### src/hw/llacs_pkg.sv
// Package: constants and types of the link layer address and control block
package llacs_pkg;

  // ----------------------------------------
  // Register byte offsets
  // ----------------------------------------
  localparam logic [7:0] LLACS_A_CFG  = 8'h00;
  localparam logic [7:0] LLACS_A_RXH  = 8'h04;
  localparam logic [7:0] LLACS_A_RXS  = 8'h08;
  localparam logic [7:0] LLACS_A_TXC  = 8'h0c;
  localparam logic [7:0] LLACS_A_TXH  = 8'h10;
  localparam logic [7:0] LLACS_A_VAR  = 8'h14;
  localparam logic [7:0] LLACS_A_MAX_INFO_OCTETS = 8'h18;

  // ----------------------------------------
  // Reset values and address constants
  // ----------------------------------------
  localparam logic [6:0]  LLACS_K_RST    = 7'h07;
  localparam logic [15:0] LLACS_MAX_INFO_OCTETS_RST = 16'h0100;
  localparam logic [6:0]  LLACS_TEI_GRP  = 7'h7f;
  localparam logic [6:0]  LLACS_TEI_AUTO = 7'h40;

  // ----------------------------------------
  // Frame formats and encodings, P/F bit clear
  // ----------------------------------------
  localparam logic [1:0] LLACS_F_I = 2'h0;
  localparam logic [1:0] LLACS_F_S = 2'h1;
  localparam logic [1:0] LLACS_F_U = 2'h3;
  localparam logic [2:0] LLACS_U_SET_EXTENDED_BALANCED_MODE = 3'h1;
  localparam logic [2:0] LLACS_U_UA    = 3'h4;
  localparam logic [2:0] LLACS_U_NONE  = 3'h7;
  // Index 0 UI, 1 SET_EXTENDED_BALANCED_MODE, 2 DISC, 3 DM, 4 UA, 5 FRMR, 6 XID
  localparam logic [6:0][7:0] LLACS_U_ENC =
    {8'haf, 8'h87, 8'h63, 8'h0f, 8'h43, 8'h6f, 8'h03};

  // ----------------------------------------
  // Register layouts
  // ----------------------------------------
  typedef struct packed {
    logic [8:0] rsv1;
    logic [6:0] k;
    logic       rsv0;
    logic       unack;
    logic       net;
    logic [6:0] endpoint_id;
    logic [5:0] sap;
  } llacs_cfg_s;

  typedef struct packed {
    logic [2:0] rsv;
    logic       poll;
    logic       set_extended_balanced_mode;
    logic [2:0] ucode;
    logic       undef;
    logic       seq_ok;
    logic       nr_err;
    logic       auto_rng;
    logic       group;
    logic       addr_ok;
    logic [6:0] nr;
    logic [6:0] ns;
    logic       pf;
    logic       is_cmd;
    logic [1:0] fmt;
  } llacs_rxs_s;

  typedef enum logic [2:0] {
    LLACS_ST_IDLE = 3'b001,
    LLACS_ST_RX   = 3'b010,
    LLACS_ST_TX   = 3'b100
  } llacs_st_e;

endpackage : llacs_pkg

### src/hw/llacs_dec_if.sv
// Interface: received header and its decoded fields
`timescale 1ns/10ps
`default_nettype none
interface llacs_dec_if;
  logic [31:0] rxh;
  logic        net;
  logic        ea_ok;
  logic        is_cmd;
  logic [5:0]  sap;
  logic [6:0]  endpoint_id;
  logic        group;
  logic        auto_rng;
  logic [1:0]  fmt;
  logic        pf;
  logic [6:0]  ns;
  logic [6:0]  nr;
  logic [2:0]  ucode;
  logic        undef;
  modport adr (input rxh, net, output ea_ok, is_cmd, sap, endpoint_id, group, auto_rng);
  modport ctl (input rxh, output fmt, pf, ns, nr, ucode, undef);
  modport top (output rxh, net, input ea_ok, is_cmd, sap, endpoint_id, group, auto_rng,
               fmt, pf, ns, nr, ucode, undef);
endinterface : llacs_dec_if
`default_nettype wire

### src/hw/llacs_addr_dec.sv
// Address field decoder
`timescale 1ns/10ps
`default_nettype none
module llacs_addr_dec
  import llacs_pkg::*;
(
  llacs_dec_if.adr d
);
  // Octet 1 bit 1 is 0, octet 2 bit 1 is 1
  assign d.ea_ok    = !d.rxh[0] && d.rxh[8];
  assign d.is_cmd   = d.rxh[1] ^ d.net;
  assign d.sap      = d.rxh[7:2];
  assign d.endpoint_id      = d.rxh[15:9];
  assign d.group    = d.rxh[15:9] == LLACS_TEI_GRP;
  assign d.auto_rng = d.rxh[15:9] >= LLACS_TEI_AUTO && !d.group;
endmodule : llacs_addr_dec
`default_nettype wire

### src/hw/llacs_ctl_dec.sv
// Control field decoder
`timescale 1ns/10ps
`default_nettype none
module llacs_ctl_dec
  import llacs_pkg::*;
(
  llacs_dec_if.ctl d
);
  logic [7:0] c1;

  assign c1 = d.rxh[23:16];

  always_comb begin
    d.ns    = c1[7:1];
    d.nr    = d.rxh[31:25];
    d.pf    = d.rxh[24];
    d.ucode = LLACS_U_NONE;
    d.undef = 1'b0;
    if (!c1[0]) begin
      d.fmt = LLACS_F_I;
    end else if (!c1[1]) begin
      d.fmt   = LLACS_F_S;
      d.undef = c1[7:4] != 4'h0 || c1[3:2] == 2'h3;
    end else begin
      d.fmt = LLACS_F_U;
      d.pf  = c1[4];
      for (int i = 0; i < 7; i++) begin
        if ((c1 & 8'hef) == LLACS_U_ENC[i]) begin
          d.ucode = 3'(i);
        end
      end
      d.undef = d.ucode == LLACS_U_NONE;
    end
  end
endmodule : llacs_ctl_dec
`default_nettype wire

### src/hw/llacs_top.sv
// Link layer address, control and sequence logic with a Wishbone slave
`timescale 1ns/10ps
`default_nettype none
module llacs_top
  import llacs_pkg::*;
(
  // Clock and reset
  input  wire logic        clk_i,
  input  wire logic        rst_i,
  // Wishbone slave
  input  wire logic        wb_cyc_i,
  input  wire logic        wb_stb_i,
  input  wire logic        wb_we_i,
  input  wire logic [7:0]  wb_adr_i,
  input  wire logic [3:0]  wb_sel_i,
  input  wire logic [31:0] wb_dat_i,
  output var  logic [31:0] wb_dat_o,
  output var  logic        wb_ack_o
);

  // ----------------------------------------
  // State
  // ----------------------------------------
  typedef struct packed {
    llacs_st_e   st;
    logic        ack;
    logic [31:0] dat;
    llacs_cfg_s  cfg;
    logic [15:0] max_info_octets;
    logic [31:0] rxh;
    llacs_rxs_s  rxs;
    logic [6:0]  txc;
    logic [31:0] txh;
    logic [6:0]  vs;
    logic [6:0]  va;
    logic [6:0]  vr;
    logic        poll;
    logic        refused;
    logic        ua_due;
  } llacs_top_s;

  llacs_top_s r;
  llacs_top_s n;

  llacs_dec_if d ();

  logic        req;
  logic [31:0] wm;
  logic [31:0] rd;
  logic [6:0]  d_nr;
  logic [6:0]  d_vs;
  logic [6:0]  out_cnt;
  logic        nr_ok;
  logic        win_full;
  logic        addr_ok;
  logic        rx_live;
  logic [1:0]  tfmt;
  logic [2:0]  tcode;
  logic        tresp;
  logic        tf;
  logic [7:0]  oa1;
  logic [7:0]  oa2;
  logic [7:0]  ouc;

  // ----------------------------------------
  // Decoders
  // ----------------------------------------
  assign d.rxh = r.rxh;
  assign d.net = r.cfg.net;

  llacs_addr_dec u_adr (
    .d (d.adr)
  );

  llacs_ctl_dec u_ctl (
    .d (d.ctl)
  );

  // ----------------------------------------
  // Combinational helpers
  // ----------------------------------------
  assign req = wb_cyc_i && wb_stb_i && !r.ack;
  assign wm  = {{8{wb_sel_i[3]}}, {8{wb_sel_i[2]}}, {8{wb_sel_i[1]}}, {8{wb_sel_i[0]}}};

  // Modulo distances avoid any wrap special case
  assign d_nr     = 7'(d.nr - r.va);
  assign d_vs     = 7'(r.vs - r.va);
  assign nr_ok    = d_nr <= d_vs;
  assign out_cnt  = 7'(r.vs - r.va);
  assign win_full = out_cnt >= r.cfg.k;

  assign addr_ok = d.ea_ok && d.sap == r.cfg.sap &&
                   (d.endpoint_id == r.cfg.endpoint_id || d.group);
  assign rx_live = r.st == LLACS_ST_RX && addr_ok && !r.cfg.unack;

  assign tfmt  = r.txc[1:0];
  assign tcode = r.txc[4:2];
  assign tresp = r.txc[6];
  // A response answers a pending poll with F set, otherwise F stays clear; a command takes P from TXC bit 5
  assign tf    = tresp ? r.poll : r.txc[5];
  assign oa1   = {r.cfg.sap, tresp ^ r.cfg.net, 1'b0};
  assign oa2   = {r.cfg.endpoint_id, 1'b1};
  assign ouc   = LLACS_U_ENC[tcode] | {3'h0, tf, 4'h0};

  // ----------------------------------------
  // Read data mux
  // ----------------------------------------
  always_comb begin
    case (wb_adr_i)
      LLACS_A_CFG:  rd = r.cfg;
      LLACS_A_RXH:  rd = r.rxh;
      LLACS_A_RXS:  rd = r.rxs;
      LLACS_A_TXC:  rd = {25'h000_0000, r.txc};
      LLACS_A_TXH:  rd = r.txh;
      LLACS_A_VAR:  rd = {5'h00, r.ua_due, r.refused, win_full,
                          1'b0, r.vr, 1'b0, r.va, 1'b0, r.vs};
      LLACS_A_MAX_INFO_OCTETS: rd = {16'h0000, r.max_info_octets};
      default:      rd = 32'h0000_0000;
    endcase
  end

  // ----------------------------------------
  // Next state
  // ----------------------------------------
  always_comb begin
    n     = r;
    n.ack = req;
    n.st  = LLACS_ST_IDLE;
    if (req) begin
      n.dat = wb_we_i ? 32'h0000_0000 : rd;
    end

    // Register writes
    if (req && wb_we_i) begin
      case (wb_adr_i)
        LLACS_A_CFG: begin
          n.cfg = (r.cfg & ~wm) | (wb_dat_i & wm);
          // Window of zero would stall forever
          if (n.cfg.k == 7'h00) begin
            n.cfg.k = 7'h01;
          end
          n.cfg.rsv0 = 1'b0;
          n.cfg.rsv1 = 9'h000;
        end
        LLACS_A_RXH: begin
          n.rxh = (r.rxh & ~wm) | (wb_dat_i & wm);
          n.st  = LLACS_ST_RX;
        end
        LLACS_A_TXC: begin
          n.txc = wb_dat_i[6:0];
          n.st  = LLACS_ST_TX;
        end
        LLACS_A_MAX_INFO_OCTETS: begin
          n.max_info_octets = (r.max_info_octets & ~wm[15:0]) | (wb_dat_i[15:0] & wm[15:0]);
        end
        default: begin
        end
      endcase
    end

    // Frame processing, one cycle after the write
    case (r.st)
      LLACS_ST_RX: begin
        n.rxs          = '0;
        n.rxs.fmt      = d.fmt;
        n.rxs.is_cmd   = d.is_cmd;
        n.rxs.pf       = d.pf;
        n.rxs.ns       = d.fmt == LLACS_F_I ? d.ns : 7'h00;
        n.rxs.nr       = d.fmt == LLACS_F_U ? 7'h00 : d.nr;
        n.rxs.addr_ok  = addr_ok;
        n.rxs.group    = d.group;
        n.rxs.auto_rng = d.auto_rng;
        n.rxs.ucode    = d.ucode;
        n.rxs.undef    = d.undef;
        if (rx_live && !d.undef) begin
          if (d.fmt != LLACS_F_U) begin
            if (nr_ok) begin
              n.va = d.nr;
            end else begin
              n.rxs.nr_err = 1'b1;
            end
          end
          if (d.fmt == LLACS_F_I && d.ns == r.vr) begin
            n.vr         = 7'(r.vr + 7'h01);
            n.rxs.seq_ok = 1'b1;
          end
          if (d.fmt == LLACS_F_U && d.ucode == LLACS_U_SET_EXTENDED_BALANCED_MODE && d.is_cmd) begin
            n.vs        = 7'h00;
            n.va        = 7'h00;
            n.vr        = 7'h00;
            n.ua_due    = 1'b1;
            n.rxs.set_extended_balanced_mode = 1'b1;
          end
        end
        // Poll capture comes last so it wins over any clear
        if (addr_ok && d.is_cmd && d.pf) begin
          n.poll = 1'b1;
        end
        n.rxs.poll = n.poll;
      end
      LLACS_ST_TX: begin
        n.refused = 1'b0;
        case (tfmt)
          LLACS_F_I: begin
            if (r.cfg.unack || win_full) begin
              n.refused = 1'b1;
            end else begin
              n.txh = {r.vr, tf, r.vs, 1'b0, oa2, oa1};
              n.vs  = 7'(r.vs + 7'h01);
            end
          end
          LLACS_F_S: begin
            if (r.cfg.unack || tcode[1:0] == 2'h3) begin
              n.refused = 1'b1;
            end else begin
              n.txh = {r.vr, tf, 4'h0, tcode[1:0], 2'b01, oa2, oa1};
            end
          end
          LLACS_F_U: begin
            if (tcode == LLACS_U_NONE) begin
              n.refused = 1'b1;
            end else begin
              n.txh = {8'h00, ouc, oa2, oa1};
              if (tcode == LLACS_U_UA) begin
                n.ua_due = 1'b0;
              end
            end
          end
          default: begin
            n.refused = 1'b1;
          end
        endcase
        if (!n.refused && tresp) begin
          n.poll = 1'b0;
        end
      end
      default: begin
      end
    endcase
  end

  // ----------------------------------------
  // Registers
  // ----------------------------------------
  always_ff @(posedge clk_i) begin
    if (rst_i) begin
      n_rst_assign: begin
        r       <= '0;
        r.st    <= LLACS_ST_IDLE;
        r.cfg.k <= LLACS_K_RST;
        r.max_info_octets  <= LLACS_MAX_INFO_OCTETS_RST;
      end
    end else begin
      r <= n;
    end
  end

  assign wb_ack_o = r.ack;
  assign wb_dat_o = r.dat;

  // ----------------------------------------
  // Checks
  // ----------------------------------------
  chk_ack_single: assert property (@(posedge clk_i) disable iff (rst_i)
    wb_ack_o |=> !wb_ack_o)
    else $error("ack held longer than one cycle");

  chk_vr_step: assert property (@(posedge clk_i) disable iff (rst_i)
    (rx_live && !d.undef && d.fmt == LLACS_F_I && d.ns == r.vr)
    |=> r.vr == 7'($past(r.vr) + 7'h01) && r.rxs.seq_ok)
    else $error("receive state did not step on in-sequence I frame");

  chk_va_hold: assert property (@(posedge clk_i) disable iff (rst_i)
    (r.st != LLACS_ST_RX || (rx_live && !nr_ok && d.fmt != LLACS_F_U))
    |=> $stable(r.va))
    else $error("acknowledge state moved without a valid receive number");

  chk_win_block: assert property (@(posedge clk_i) disable iff (rst_i)
    (r.st == LLACS_ST_TX && tfmt == LLACS_F_I && win_full)
    |=> $stable(r.vs) && r.refused)
    else $error("I frame sent with the window full");

  chk_set_extended_balanced_mode_clear: assert property (@(posedge clk_i) disable iff (rst_i)
    (rx_live && d.fmt == LLACS_F_U && d.ucode == LLACS_U_SET_EXTENDED_BALANCED_MODE && d.is_cmd)
    |=> r.vs == 7'h00 && r.va == 7'h00 && r.vr == 7'h00 && r.ua_due)
    else $error("mode set did not clear the state variables");

  chk_tx_numbers: assert property (@(posedge clk_i) disable iff (rst_i)
    (r.st == LLACS_ST_TX && tfmt == LLACS_F_I && !win_full && !r.cfg.unack)
    |=> r.txh[23:17] == $past(r.vs) && r.txh[31:25] == $past(r.vr))
    else $error("sent I frame numbers differ from state variables");

  chk_s_nr: assert property (@(posedge clk_i) disable iff (rst_i)
    (r.st == LLACS_ST_TX && tfmt == LLACS_F_S && !r.cfg.unack && tcode[1:0] != 2'h3)
    |=> r.txh[31:25] == $past(r.vr) && r.txh[17:16] == 2'b01)
    else $error("sent S frame receive number wrong");

  chk_unack_still: assert property (@(posedge clk_i) disable iff (rst_i)
    r.cfg.unack |=> $stable(r.vs) && $stable(r.va) && $stable(r.vr))
    else $error("state variables moved in unacknowledged operation");

  chk_cr_bit: assert property (@(posedge clk_i) disable iff (rst_i)
    (r.st == LLACS_ST_TX && !tresp && tfmt == LLACS_F_U && tcode != LLACS_U_NONE)
    |=> r.txh[1] == $past(r.cfg.net) && r.txh[8])
    else $error("command C/R bit wrong for side");

  chk_final_bit: assert property (@(posedge clk_i) disable iff (rst_i)
    (r.st == LLACS_ST_TX && tresp && r.poll && tfmt == LLACS_F_U && tcode != LLACS_U_NONE)
    |=> r.txh[20] && !r.poll)
    else $error("poll answer sent without final bit");

endmodule : llacs_top
`default_nettype wire

### config.mk
export PLATFORM = sky130hd
export DESIGN_NAME = llacs_top
export DESIGN_NICKNAME = d
export VERILOG_FILES = /design/src/hw/llacs_pkg.sv /design/src/hw/llacs_dec_if.sv /design/src/hw/llacs_addr_dec.sv /design/src/hw/llacs_ctl_dec.sv /design/src/hw/llacs_top.sv
export SDC_FILE = /design/constraint.sdc
export NUM_CORES = 1
export LEC_CHECK = 0
export BUFFER_PORTS_ARGS = -buffer_cell sky130_fd_sc_hd__buf_2
export CORE_MARGIN = 2
export CORE_UTILIZATION = 55
export DETAILED_ROUTE_END_ITERATION = 16
export PLACE_DENSITY_LB_ADDON = 0.3
export SLEW_MARGIN = 20
export SYNTH_ARGS = -nofsm -noshare
export SYNTH_HDL_FRONTEND = slang
export SYNTH_HIERARCHICAL = 1
export SYNTH_SLANG_ARGS = --single-unit
### constraint.sdc
create_clock -name clk_i -period 3.37 [get_ports clk_i]
set_input_delay 0.5055 -clock clk_i [delete_from_list [all_inputs] [get_ports clk_i]]
set_output_delay 0.5055 -clock clk_i [all_outputs]
set_load 0.02 [all_outputs]
* Word-level counts from Yosys, hierarchy flattened
Memories as Yosys holds them, arrays and structs flattened. A register that Yosys moved wholly into a read port is not among the register bits.
Cells that the tools add are included.
** Word-level totals
- Output and inout bits :: 33
- Word-level logic and storage cells :: 200
- Memories kept :: 1
- Register bits :: 198
- ROM bits :: 64
- Input bits :: 49
** Operators by class
- Mux-type cells :: 58
- Equal/unequal tests :: 40
- Add/sub/neg operators :: 4
- Order comparisons :: 4
- Bitwise gates (word level) :: 14
- Reductions and logical operators :: 47
** Memories
- (name not given) :: words 8, bits a word 8, rd ports 1, clocked after memory_dff 1, write ports 0, line llacs_top.sv:103 : assign ouc = LLACS_U_ENC[tcode] | {3'h0, tf, 4'h0};
** Operator list (count)
- 32-bit one-hot mux with 7 select lines :: 1
- 32-bit two-way mux :: 3
- 32-bit one-hot mux with 3 select lines :: 1
- 32-bit bitwise AND :: 2
- 7-bit two-way mux :: 7
- 21-bit two-way mux :: 2
- 3-bit two-way mux :: 13
- 39-bit two-way mux :: 1
- 16-bit bitwise AND :: 2
- 32-bit inverter :: 1
- 32-bit OR :: 1
- 8-bit by 5-bit equality test with 1-bit output (second input constant) :: 3
- 23-bit bitwise AND :: 1
- 23-bit OR :: 1
- 7-bit by 6-bit equality test with 1-bit output (second input constant) :: 3
- 7-bit equality test (second input constant) :: 3
- 1-bit two-way mux :: 21
- 8-bit by 4-bit equality test with 1-bit output (second input constant) :: 2
- 1-bit logical AND :: 16
- 2-bit != test (second input constant) :: 8
- 16-bit inverter :: 1
- 16-bit OR :: 1
- 7-bit by 1-bit adder with 7-bit output (second input constant) :: 2
- 7-bit equality test :: 2
- other kinds (38) :: 69

* Logic depth before layout (Yosys ltp)
- Depth in word-level cells :: 18
- Gate-level depth with buffers :: 18
- Mapped depth without buffers :: 17

* Cells and area by module
Netlist, hierarchy kept.
** Modules (own cells, without submodules)
- llacs_top :: times used 1, area each 10015.9 um^2, cells each 1212
- llacs_ctl_dec :: times used 1, area each 302.8 um^2, cells each 43
- llacs_addr_dec :: times used 1, area each 140.1 um^2, cells each 19

* Worst setup path after synthesis
OpenSTA, ideal clock, no wires.
- Kind :: register to register
- Start point :: register r[17] (netlist name)
- End point :: register r[23] (netlist name)
- Clock period less this slack :: 3570 ps
- Setup slack :: -200 ps
- Library setup time :: 117 ps
- Stages on the path, launching flop included :: 18
- Data arrival time :: 3453 ps
- Data required time :: 3253 ps
- Path through :: dfxtp_1 -> inv_1 -> ha_1 -> inv_1 -> fa_1 -> a21o_1 -> a21oi_1 -> o21bai_1 -> a21oi_1 -> xnor2_1 -> ha_1 -> a41oi_1 -> o21ai_0 -> a211oi_2 -> nand3_1 -> and2_1 -> buf_2 -> a22o_1
** Between the ends
- Word-level cells in the longest chain between the ends :: 5
** Ends and longest elaborated chain
- start: declaration :: line llacs_top.sv:42 : llacs_top_s r;
- start signal: assignment :: line llacs_top.sv:254 : r <= n;
- 7-bit subtractor :: line llacs_top.sv:89 : assign out_cnt = 7'(r.vs - r.va);
- 7-bit >= comparator :: line llacs_top.sv:90 : assign win_full = out_cnt >= r.cfg.k;
- 1-bit logical OR :: line llacs_top.sv:205 : if (r.cfg.unack || win_full) begin
- 2-bit != test (no line)
- 5-bit AND reduction (no line)
Parallel ways exist; a longest one is shown, timed or not. The select of a mux whose other input is x is not followed.
A chain may end at the register's enable or synchronous reset.

* Worst setup path after layout
- Start point :: register r[17] (netlist name)
- End point :: register r[35] (netlist name)
** Between the ends
- Word-level cells in the longest chain between the ends :: 5
** Ends and longest elaborated chain (line)
- 7-bit subtractor :: llacs_top.sv:89
- 7-bit >= comparator :: llacs_top.sv:90
- 1-bit logical OR :: llacs_top.sv:205
- 2-bit != test (no line)
- 5-bit AND reduction (no line)
No other way between the ends.

==> results <==
- STA classifies the critical path endpoint as a flop.
- In this run the horizontal extent of the chip is 141.9 um.
- The net count of the finished layout is 1393.
- The transition time of the tightest slew-check pin is 0.8581 ns.
- Setup repair after global routing could not meet its margin everywhere.
- Counting every instance in the synthesized netlist gives 1274.
- After synthesis, flip-flops and latches occupy 38.66% of the total area.
- The via count of the routed design is 9701.
- The cell area that synthesis handed to floorplanning was 10460 um^2.
- The count of pins on the block boundary is 82.
- The slowest stage of the critical path is the o21ai_4 cell.
- The root buffer selected by CTS is clkbuf_16.
- The first-pass iteration count of the detailed router is 9.
- The detail-routed via count per cell is 6.223.
- Measured against its own limit, the worst slew margin works out to 42.80%.
- The flip-flop and latch count after synthesis is 202.
- Global routing finished with a remaining overflow of 0.
- Among all flip-flop cells after synthesis, the most frequent one is dfxtp_1.
- The first global-routing pass estimated 49.51 mm of wire.
- The number of remaining DRC errors is 0.
- The final estimated routing congestion in global placement is 0.9581.
- 0 antenna diodes ended up in the layout.
- The signal on the critical path passes through inv_2 -> ha_4 -> inv_2 -> fa_2 -> a21o_1 -> a21oi_2 -> o21bai_1 -> a21oi_2 -> xnor2_2 -> ha_4 -> and4_4 -> a211oi_4 -> buf_4 -> o21ai_4 -> clkbuf_16 -> nand2_4 -> a21oi_2.
- The cell that appears most often on the critical path is a21oi_2.
- The flow ran to the end, but the final reports show violations.
- The filler-free cell count of the finished design is 1559.
- The top layer reached by signal wires is met4.
- For flop-to-flop paths, the worst setup slack is -0.06 ns.
- The internal power component is 4109 uW.
- The clock tree skew after final layout is 0.009699 ns.
- The initial cell density of the core is 55.91%.
- Per report_power, the combinational group accounts for 3.1% of the total.
- The number of global-route vias before repair is 8874.
- Static timing analysis puts the maximum clock frequency at 291.8 MHz.
- The initial antenna violation count was 0.
- The endpoint identified for the worst register-to-register timing path is r[35].
- The max-capacitance violation count is 0.
- The kind of critical path is reg2reg.
- The portion of total power attributed to the clock network is 51.0%.
- For this block, wires on met1 add up to 13.61 mm.
- The reg-to-reg critical path startpoint is r[17].
- TritonCTS built the clock tree.
- Summed over all nets, the switching power comes to 1093 uW.
- The area of all placed cells without fillers is 11880 um^2.
- The level count of the clock H-tree is 1.
- Along the worst path, the maximum fanout reaches 8.
- The tightest min-delay check is of the in2reg type.
- Across the VDD grid, the largest voltage drop is 303.4 uV.
- Setup slack on the critical path of the routed design comes to -0.05717 ns.
- Clock tree synthesis inserted a total of 22 buffers.
- The deepest clock path buffer count is 3.
- The floorplan step defined a die boundary enclosing 20140 um^2.
- The instance area at placement is 10880 um^2.
- For the worst-skew pair, the clock arrives at the later sink with an insertion delay of 0.51 ns.
- The clock-pin slew on the worst setup and hold paths is 0.06 ns.
- The total clock sinks is 202.
- The cell row count is 50.
- In the layout the commonest cells are nand2_1 (238), dfxtp_1 (199), a21oi_1 (116), buf_2 (80), nor2_1 (64).
- The die is 141.9 um tall.
- The routed wire length on met2 is 14.45 mm.
- The number of hold violations in the final report is 0.
- The worst setup path is launched from a flop.
- At the worst endpoint, the arrival time is 3.87 ns.
- Setup violations remaining at the end of the flow were counted as 17.
- The detail route stage leaves a number of antenna-violating nets equal to 0.
- The power after layout is 5202 uW.
- Net switching is 21.02% of the power.
- The total count of max-transition violations in the final report came to 0.
- The number of buffers inserted for hold repair after clock tree synthesis is 0.
- The HPWL after detailed placement is 23.57 mm.
- In the synthesized netlist the async set-or-reset flop fraction comes to 0%.
- Input and output buffers added on the ports amount to 81.
- Each instance of the synthesized netlist takes up on average 8.209 um^2.
- The number of fill cells in the layout is 1589.
- The netlist uses 79 different library cells.
- On the worst path, the slowest cell contributes a delay of 0.42 ns.
- The post-route fraction of the period consumed by the critical path is 101.7%.
- Grouping stages by cell kind, the critical path spends the most delay in compound AO/OA/AOI/OAI gates.
- The synthesized design contains 0 enable-type register cells.
- The number of cells after detailed placement is 1514.
- The leakage power total is 0.004669 uW.
- The power per cell area is 437.8 nW/um^2.
- Detailed routing placed a total of 2.996 mm of wire on met3.
- The area growth from synthesis to layout is 13.61%.
- For this block, the routed nets add up to 32.61 mm of wire.
- The synthesized netlist net count is 1356.
- After the first detailed-routing iteration, the DRC count stood at 1365.
- At the end of the flow the core is filled with cells to 63.53%.
- The library cell used most frequently in the layout, excluding fill and tap cells, is nand2_1.
- Of the total power, registers draw 45.9%.
- The maximum number of pins on one net before global-route repair is 53.
- Global routing consumed, over all layers together, 31.49% of the routing resources.
- Summed over all failing endpoints, the final setup total negative slack is -0.3832 ns.
- The worst hold path passes through 3 cells.
- Together, buffers and inverters on the worst path number 4.
- The area inside the core boundary is 18710 um^2.
- The post-route netlist has 17.96% of its cells at a drive strength greater than 1.
- The wire length per cell is 20.91 um.
- The number of cells on the worst reg-to-reg path is 17.
- The Yosys warning count is 6.
- Data on the critical path is required at its endpoint by 3.82 ns.
- Subtracting the final worst setup slack from the clock period gives 3.427 ns.
- The worst hold path begins at wb_dat_i[27].
- The checks that failed: negative setup slack.
[layout make-up]
cell class | count | area, um^2 | share of cell area [%]
Clock buffer | 29 | 618.1 | 5.202
Timing Repair Buffer | 140 | 900.9 | 7.581
Tap cell | 234 | 292.8 | 2.464
Clock inverter | 9 | 176.4 | 1.485
Sequential cell | 202 | 4048 | 34.06
Inverter | 37 | 138.9 | 1.169
Multi-Input combinational cell | 908 | 5708 | 48.04
[worst max path at each step]
stage | start | end | slack, ns | cells after the start
after floorplan | r[17] | r[23] | 0.07 | 16
after global placement | r[17] | r[48] | 0.11 | 16
after detailed placement | r[17] | r[39] | 0.04 | 17
after CTS | r[17] | r[48] | 0.03 | 16
after global routing | r[17] | r[35] | -0.15 | 17
final | r[17] | r[35] | -0.06 | 17
[Yosys cell counts, types with 4 or more instances]
master    number  area, um^2
inv_1         37       138.9
and2_1        10       62.56
buf_2         14       70.07
nand2b_1      15       93.84
o22ai_1        5       31.28
nor3_1        19       95.09
nor2b_1        4       25.02
o21ai_1       19       95.09
and3_1         7       43.79
and4_1         5       43.79
dfxtp_1      202        4044
o31ai_1        4       30.03
a221oi_1      22       192.7
buf_4         61       457.9
o21ai_0       44       220.2
nor4_1         5       31.28
nand3_1       35       175.2
a22oi_1       19       142.6
nand4_1       12       75.07
xor2_1        15       131.4
mux2i_1       47       470.5
a22o_1        11       96.34
a21o_1        10       75.07
a31o_2         4       35.03
or3_1          9       56.30
nor2_1        64       240.2
o21bai_1       6       45.04
mux2_2         7       78.83
ha_1          31       387.9
a211oi_1       4       30.03
xnor2_1       26       227.7
clkbuf_1      48       180.2
nand3b_1      21       157.7
a21oi_1      124       620.6
nand2_1      242       908.4
[cells by family (layout without fill, tap and decap cells)]
logic type	after synthesis	after routing	share of synthesized area [%]
simple gates	476	476	21.80
compound gates	300	300	17.80
flops	202	202	38.66
buf+inv	164	215	8.314
mux	58	58	5.898
xor+xnor	41	41	3.433
fa+ha+maj	33	33	4.091
[power groups by stage]
stage	clock (uW)	combinational [uW]	sequential (uW)
floorplan	0	80.2	2440
global placement	0	155	2440
detailed placement	0	156	2440
CTS	2660	157	2390
global route	2760	170	2390
finish	2650	162	2390
[through the flow]
stage               worst slack (ns)  hold WS, ns
detailed placement           0.04279       0.4378
global placement              0.1108       0.4301
CTS                          0.02522       0.2357
finish                      -0.05717       0.2341
floorplan                    0.07447       0.4263
global route                 -0.1494       0.2420
[worst min-delay path: cells and delay by family]
kind,cells,cell delay [ns]
buffers and inverters,1,0.10
AOI/OAI and AO/OA,1,0.05
and+or+nand+nor,1,0.04
[metal layers]
layer	vias up	track usage [%]
li1	4476	-
met1	4582	43.87
met2	543	47.90
met3	100	4.961
met4	0	14.95
met5	-	0
[timing repair]
item                                    CTS  global route
resized for setup                         0            36
setup buffers                             0             5
endpoints found under the setup margin    0            47
(Power assumes the default switching activity.)
